**config.mk**
```make
export PLATFORM = sky130hd
export DESIGN_NAME = circular_buffer_address_gen
export DESIGN_NICKNAME = d
export VERILOG_FILES = /design/src/circ_pkg.sv /design/src/circular_buffer_address_gen.sv
export SDC_FILE = /design/constraint.sdc
export NUM_CORES = 1
export LEC_CHECK = 0
export ABC_AREA = 1
export BUFFER_PORTS_ARGS = -buffer_cell sky130_fd_sc_hd__buf_4
export CORE_UTILIZATION = 40
export CTS_BUF_LIST = sky130_fd_sc_hd__clkbuf_8 sky130_fd_sc_hd__clkbuf_16
export CTS_CLUSTER_SIZE = 14
export DETAILED_ROUTE_END_ITERATION = 6
export MAX_ROUTING_LAYER = met4
export PLACE_DENSITY = 0.66
export SLEW_MARGIN = 20
export SYNTH_ARGS = -nofsm -noshare
export SYNTH_HDL_FRONTEND = slang
export SYNTH_SLANG_ARGS = --single-unit
```
**constraint.sdc**
```tcl
create_clock -name clk_i -period 10.8 [get_ports clk_i]
set_clock_uncertainty 0.2 [all_clocks]
set_input_delay 2.16 -clock clk_i [delete_from_list [all_inputs] [get_ports clk_i]]
set_output_delay 2.16 -clock clk_i [all_outputs]
set_load 0.005 [all_outputs]
```
**src/circ_pkg.sv**
```systemverilog
// Constants for the circular buffer address generator
package circ_pkg;

  // Register indices on the plain register port
  localparam logic [2:0] CONTROL_IDX   = 3'h0;
  localparam logic [2:0] X_START_IDX   = 3'h1;
  localparam logic [2:0] X_END_IDX     = 3'h2;
  localparam logic [2:0] Y_START_IDX   = 3'h3;
  localparam logic [2:0] Y_END_IDX     = 3'h4;

  // Control field positions
  localparam int X_SEL_LSB  = 0;
  localparam int Y_SEL_LSB  = 4;
  localparam int SEL_W      = 4;
  localparam int Y_EN_BIT   = 14;
  localparam int X_EN_BIT   = 15;

  // Selector value that turns a space off
  localparam logic [3:0] SEL_OFF = 4'hF;

  // Reset values
  localparam logic [15:0] CONTROL_RST = 16'h00FF;
  localparam logic [15:0] ADDR_RST    = 16'h0000;

  // Writable control bits; the rest read as zero
  localparam logic [15:0] CONTROL_MASK = 16'hC0FF;

  // Channel numbering
  localparam int CH_X_READ  = 0;
  localparam int CH_X_WRITE = 1;
  localparam int CH_Y       = 2;
  localparam int NUM_CH     = 3;

  // Register port timing: read data one cycle after the strobe
  localparam int READ_LATENCY = 1;

endpackage

```
**src/circular_buffer_address_gen.sv**
```systemverilog
// Circular buffer address generator for the X and Y data spaces
//
// Contract
// - There is one circular buffer in X space and one in Y space, each configured on its own.
// - The X buffer also serves program-space pointers, so X wrapping applies to both spaces.
// - Any working register except 15 may be chosen as the wrapped pointer, though frame and stack pointers are unwise.
// - Power-of-two buffers work both ways, since both the lower and upper bounds are checked.
// - Each space has a 16-bit start register and a 16-bit end register bounding its buffer.
// - Y-space calculations assume word data, so the lowest address bit is taken as zero.
// - Buffer length comes from the start and end difference alone, up to 32K words.
// - An all-ones X selector turns wrapping off for both the X read and X write generators.
// - An all-ones Y selector turns wrapping off for the Y generator.
// - The X selector is control bits 3..0 and X wraps only when it is not all ones and bit 15 is set.
// - The Y selector is control bits 7..4 and Y wraps only when it is not all ones and bit 14 is set.
//
// The plain strobed port and the register offsets were decided locally.
`timescale 1ns/1ps

module circular_buffer_address_gen #(
  parameter int ADDR_W = 3,
  parameter int DATA_W = 16
) (
  input  wire logic                                clk_i,
  input  wire logic                                srst_i,
  // Register port
  input  wire logic [ADDR_W-1:0]                   reg_addr_i,
  input  wire logic [DATA_W-1:0]                   reg_wdata_i,
  input  wire logic                                reg_we_i,
  input  wire logic                                reg_re_i,
  output logic      [DATA_W-1:0]                   reg_rdata_o,
  // Address generator requests, one per channel
  input  wire logic [circ_pkg::NUM_CH-1:0]         step_valid_i,
  input  wire logic [circ_pkg::NUM_CH-1:0][3:0]    step_reg_i,
  input  wire logic [circ_pkg::NUM_CH-1:0][15:0]   step_ptr_i,
  input  wire logic [circ_pkg::NUM_CH-1:0][15:0]   step_mod_i,
  // Modified pointers, one cycle after the request
  output logic      [circ_pkg::NUM_CH-1:0]         next_valid_o,
  output logic      [circ_pkg::NUM_CH-1:0][15:0]   next_ptr_o,
  output logic      [circ_pkg::NUM_CH-1:0]         next_wrapped_o,
  // Space status
  output logic                                     x_circular_active_o,
  output logic                                     y_circular_active_o
);
  import circ_pkg::*;

  // Refuse a port the decode cannot serve
  initial begin
    if (ADDR_W < 3) begin
      $error("ADDR_W must be at least 3");
    end
    if (DATA_W != 16) begin
      $error("DATA_W must be 16");
    end
  end

  // Configuration registers
  // separate X and Y setup
  logic [15:0] circular_control_reg;
  logic [15:0] x_buffer_start_addr_reg;
  logic [15:0] x_buffer_end_addr_reg;
  logic [15:0] y_buffer_start_addr_reg;
  logic [15:0] y_buffer_end_addr_reg;
  logic [15:0] rdata_reg;
  logic [15:0] rdata_next;

  // Decoded control fields
  logic [3:0]  x_pointer_select;
  logic [3:0]  y_pointer_select;
  logic        x_circular_enable;
  logic        y_circular_enable;
  logic        x_active;
  logic        y_active;

  // Index match for the register port
  function automatic logic hit(input logic [ADDR_W-1:0] addr,
                               input logic [2:0] idx);
    hit = (addr == ADDR_W'(idx));
  endfunction

  // Control register write
  // X and Y fields in control
  always_ff @(posedge clk_i) begin
    if (srst_i) begin
      circular_control_reg <= CONTROL_RST;
    end else if (reg_we_i && hit(reg_addr_i, CONTROL_IDX)) begin
      circular_control_reg <= reg_wdata_i & CONTROL_MASK;
    end
  end

  // X bound registers
  // 16-bit X bounds
  always_ff @(posedge clk_i) begin
    if (srst_i) begin
      x_buffer_start_addr_reg <= ADDR_RST;
      x_buffer_end_addr_reg   <= ADDR_RST;
    end else if (reg_we_i) begin
      if (hit(reg_addr_i, X_START_IDX)) begin
        x_buffer_start_addr_reg <= reg_wdata_i;
      end
      if (hit(reg_addr_i, X_END_IDX)) begin
        x_buffer_end_addr_reg <= reg_wdata_i;
      end
    end
  end

  // Y bound registers
  // 16-bit Y bounds
  always_ff @(posedge clk_i) begin
    if (srst_i) begin
      y_buffer_start_addr_reg <= ADDR_RST;
      y_buffer_end_addr_reg   <= ADDR_RST;
    end else if (reg_we_i) begin
      if (hit(reg_addr_i, Y_START_IDX)) begin
        y_buffer_start_addr_reg <= reg_wdata_i;
      end
      if (hit(reg_addr_i, Y_END_IDX)) begin
        y_buffer_end_addr_reg <= reg_wdata_i;
      end
    end
  end

  // Read mux; unmapped indices read zero
  always_comb begin
    rdata_next = 16'h0000;
    if (hit(reg_addr_i, CONTROL_IDX)) begin
      rdata_next = circular_control_reg;
    end else if (hit(reg_addr_i, X_START_IDX)) begin
      rdata_next = x_buffer_start_addr_reg;
    end else if (hit(reg_addr_i, X_END_IDX)) begin
      rdata_next = x_buffer_end_addr_reg;
    end else if (hit(reg_addr_i, Y_START_IDX)) begin
      rdata_next = y_buffer_start_addr_reg;
    end else if (hit(reg_addr_i, Y_END_IDX)) begin
      rdata_next = y_buffer_end_addr_reg;
    end
  end

  // Read data holds only in the cycle after the strobe
  always_ff @(posedge clk_i) begin
    if (srst_i) begin
      rdata_reg <= 16'h0000;
    end else if (reg_re_i) begin
      rdata_reg <= rdata_next;
    end else begin
      rdata_reg <= 16'h0000;
    end
  end

  assign reg_rdata_o = rdata_reg;

  // Field extraction
  assign x_pointer_select  = circular_control_reg[X_SEL_LSB +: SEL_W];
  assign y_pointer_select  = circular_control_reg[Y_SEL_LSB +: SEL_W];
  assign x_circular_enable = circular_control_reg[X_EN_BIT];
  assign y_circular_enable = circular_control_reg[Y_EN_BIT];

  // Space enables
  // all-ones X or Y selector off
  assign x_active = x_circular_enable && (x_pointer_select != SEL_OFF);
  assign y_active = y_circular_enable && (y_pointer_select != SEL_OFF);

  assign x_circular_active_o = x_active;
  assign y_circular_active_o = y_active;

  // One pointer step with wrap; returns {wrapped, address}.
  // Length is implied by the bounds, so no length register
  // can fall out of step with them.
  function automatic logic [16:0] circ_step(
    input logic [15:0] ptr,
    input logic [15:0] modv,
    input logic [15:0] lo,
    input logic [15:0] hi,
    input logic        word_only,
    input logic        on
  );
    logic [15:0] lo_w;
    logic [15:0] hi_w;
    logic [16:0] len;
    logic [16:0] sum;
    logic [15:0] res;
    logic        wrap;
    lo_w = word_only ? {lo[15:1], 1'b0} : lo;
    hi_w = word_only ? {hi[15:1], 1'b1} : hi;
    len  = {1'b0, hi_w} - {1'b0, lo_w} + 17'h00001;
    sum  = {1'b0, ptr} + {modv[15], modv};
    res  = sum[15:0];
    wrap = 1'b0;
    if (on && (modv != 16'h0000)) begin
      if (!modv[15] && (sum > {1'b0, hi_w})) begin
        res  = 16'(sum - len);
        wrap = 1'b1;
      end else if (modv[15] && (sum[16] || (sum[15:0] < lo_w))) begin
        res  = 16'(sum + len);
        wrap = 1'b1;
      end
    end
    if (word_only) begin
      res[0] = 1'b0;
    end
    circ_step = {wrap, res};
  endfunction

  // Per-channel step units; X read and X write share the X setup.
  // X pointers also reach program space, so no space qualifier
  // is applied here.
  genvar ch;
  generate
    for (ch = 0; ch < NUM_CH; ch++) begin : g_ch
      logic        is_y;
      logic        sel_hit;
      logic [15:0] lo;
      logic [15:0] hi;
      logic [16:0] step;

      assign is_y = (ch == CH_Y);
      assign lo   = is_y ? y_buffer_start_addr_reg : x_buffer_start_addr_reg;
      assign hi   = is_y ? y_buffer_end_addr_reg : x_buffer_end_addr_reg;

      // Only the selected working register wraps
      // any register but 15 selectable
      assign sel_hit = is_y ?
        (y_active && (step_reg_i[ch] == y_pointer_select)) :
        (x_active && (step_reg_i[ch] == x_pointer_select));

      assign step = circ_step(step_ptr_i[ch], step_mod_i[ch], lo, hi,
                              is_y, sel_hit);

      // Registered result; holds until the next request
      always_ff @(posedge clk_i) begin
        if (srst_i) begin
          next_valid_o[ch]   <= 1'b0;
          next_ptr_o[ch]     <= 16'h0000;
          next_wrapped_o[ch] <= 1'b0;
        end else begin
          next_valid_o[ch] <= step_valid_i[ch];
          if (step_valid_i[ch]) begin
            next_ptr_o[ch]     <= step[15:0];
            next_wrapped_o[ch] <= step[16];
          end
        end
      end
    end
  endgenerate

endmodule

```
==> out/qor.yml <==
status:
  status: "finished clean"
logic_synthesis:
  synth_cells: 2643
  synth_cell_types: 56
  synthesis.area_um2: 17210
  syn-num-nets: 3071
  synth-edff-count: 0
  synth_seq_area_share: 0.1664
  ys_warn_count: 0
  synthArstFlopShare: 0
  avgSynthCellArea_um2: 6.510
  synth.area.top_cells: "ha_1 (21%), dfxtp_1 (17%), nand2_1 (14%)"
  yosys.area.top_type: "ha_1"
  synth_most_common_cell: "nand2_1"
  ys_ff_latch: 143
  synth_commonest_cells: "nand2_1 (646), inv_1 (334), a21oi_1 (284), ha_1 (284), nor2_1 (171)"
  ys.flop_type: "dfxtp_1"
  synth.top_cell.area_share: 0.2065
routing:
  wl_um: 63300
  vias_per_cell: 5.418
  wl_per_cell_um: 18.81
  route.detailed.drc: 0
  vias: 18230
  dr.pass1.iters: 5
  dr.first_iter.drc_count: 1673
  ant_nets: 0
final_layout:
  stdcell_count: 3365
  nets: 3241
  post-route-util: 0.4679
  syn_to_final_growth_pct: 14.83
  largest_reg_flops: 47
  n_antenna_cell: 0
  regMostFlops: "next_ptr_o"
  drive_gt1_frac: 0.1129
placed_design:
  hpwl_um: 52060
  port_buffers: 204
  routabilityCongestion: 0.9790
  dpl.cell_count: 3333
  post-place-ws_ps: 4353
timing:
  fin_crit_ps: 6170
  drv_slew: 0
  rsz0062_at_grt: "false"
  finalSetupTns_ps: 0
  fin_crit_sh: 0.5713
  max_freq_mhz: 162.1
  worstMarginPinSlew_ps: 1069
  slew_headroom: 0.2849
  layout_setup_ws_ps: 4630
  hold_viol: 0
  finalSetupViolCount: 0
clock_tree:
  root_buffer: "clkbuf_16"
  numCtsBuffers: 17
  cts_max_path_buffers: 2
  hold_buffers: 0
  clk_pin_slew_ps: 60
  cts_tree: "yes"
  post-cts-setup-buffer-count: 0
  clock_latency_ps: 490
  clock-sinks: 143
  ctsResizeCount: 0
  htreeDepth: 4
floorplan:
  dieHeight_um: 209.4
  core_um2: 42230
  dieArea_um2: 43850
  die_w_um: 209.4
  start_util: 0.4075
  fp-row-count: 75
  io_pins: 206
global_routing:
  antenna_found_initial: 0
  grtUsageTotal: 0.2940
  grt-ovfl-total: 0
  grt_pass1_vias: 16950
  grt_max_degree: 86
  grt_first_pass_wirelength_um: 96210
power:
  totalPowerFinal_w: 0.003605
  ir_worst_vdd_mv: 0.09687
  power_density_nw_per_um2: 182.5
  p_leak_nw: 9.928
critical_path:
  crit_type: "primary input to flop"
  startpoint_type: "primary input"
  worstPathArrival_ps: 6350
  cp_max_fo: 18
  cp.buffers_inverters: 3
  crit_family: "simple AND/OR/NAND/NOR gates"
  slowest_delay_ps: 640
  crit_slowest_cell: "xor2_1"
  path_common_cell: "nand2_1"
  crit_required_ps: 10980
  cp-end-kind: "flop"
  path_cells: "buf_4 > ha_1 > fa_1 > nand3_1 > nand2_1 > nand4_1 > nand2_2 > nand2_1 > nand2_1 > xor2_1 > ha_1 > inv_1 > nor3_1 > nand3_1 > o21a_1 > nand2_1 > nand2_2 > nand2_1 > o21ai_0 > nand2_1 > nand3_1 > nand2_1 > inv_1"
job:
  drv_cap: 0
hold_path:
  hold_path_class: "flop to flop"
placed cells by master (no fill, tap or decap), drive strengths merged, types with 15 or more instances in the layout:
master,synthesis,layout
buf,27,219
a31oi,28,28
ha,284,284
o21bai,18,18
nor4,18,18
a21oi,289,289
nand2,677,677
nor3,27,27
dfxtp,143,143
nand4,29,29
xor2,115,115
nor2,171,171
clkbuf,41,18
or2,15,15
xnor2,20,20
inv,342,351
nand3,143,143
o21ai,161,161
o22ai,18,18
per-stage QoR:
step	area [um2]	hold slack (ps)
floorplan	17210	230.0
global placement	19200	244.4
detailed placement	19200	250.6
CTS	19760	259.7
global route	19760	280.4
finish	19760	262.1
cells by family (layout without fill, tap and decap cells):
group / count (synthesis) / after routing / share of synthesized area
buffers and inverters: 411 / 594 / 0.09388
flip-flops: 143 / 143 / 0.1664
AND/OR/NAND/NOR: 1090 / 1090 / 0.2687
AO/OA/AOI/OAI: 569 / 569 / 0.1835
XOR/XNOR: 135 / 135 / 0.06915
other: 1 / 1 / 0.0002179
adder cells (fa/ha/maj): 294 / 294 / 0.2182
worst register-to-register path: stages (launching register included):
cell,delay [ps]
dfxtp_1,330
inv_1,120
ha_1,320
ha_1,350
inv_1,50
o31ai_1,590
a21o_1,200
a21oi_1,100
o21ai_1,210
nand2_1,70
nand2_1,70
a21oi_1,70
xor2_1,380
inv_1,160
ha_1,500
inv_1,170
nand2_1,90
nand2_1,50
a31oi_1,160
nand3_1,240
a21o_1,230
or2_0,200
nand3_1,80
nand2_1,60
nand2_1,50
nand2_1,70
a21oi_1,110
final timing paths:
| kind | start | end | slack [ps] | depth (start not counted) |
|---|---|---|---|---|
| worst min register to register | g_ch[2].hi[0] | g_ch[2].hi[0] | 260 | 2 |
| worst max register to register | g_ch[0].lo[3] | next_ptr_o[13] | 5500 | 26 |
| worst max-delay path | step_ptr_i[16] | next_ptr_o[26] | 4630 | 23 |
| worst min-delay path | g_ch[2].hi[0] | g_ch[2].hi[0] | 260 | 2 |
routing by layer:
layer	GRT usage	wire [um]
met5	-	0
met4	0.09128	1509
met3	0.05641	5340
met2	0.4277	26160
met1	0.4069	30290
cell type report:
type	count	area, um2
clock buffer	18	439.2
clock inverter	14	122.6
fill	4415	22470
inverter	343	1287
multi-input combinational	2089	12730
sequential	143	2863
tap	539	674.4
timing repair buffer	219	1644
power by group:
| part | total [W] | switching, W | internal [W] |
|---|---|---|---|
| registers | 0.000579 | 0.0000218 | 0.000557 |
| logic | 0.00244 | 0.00161 | 0.000831 |
| clock network | 0.000585 | 0.000279 | 0.000307 |
Power figures use the tool's default switching activity.
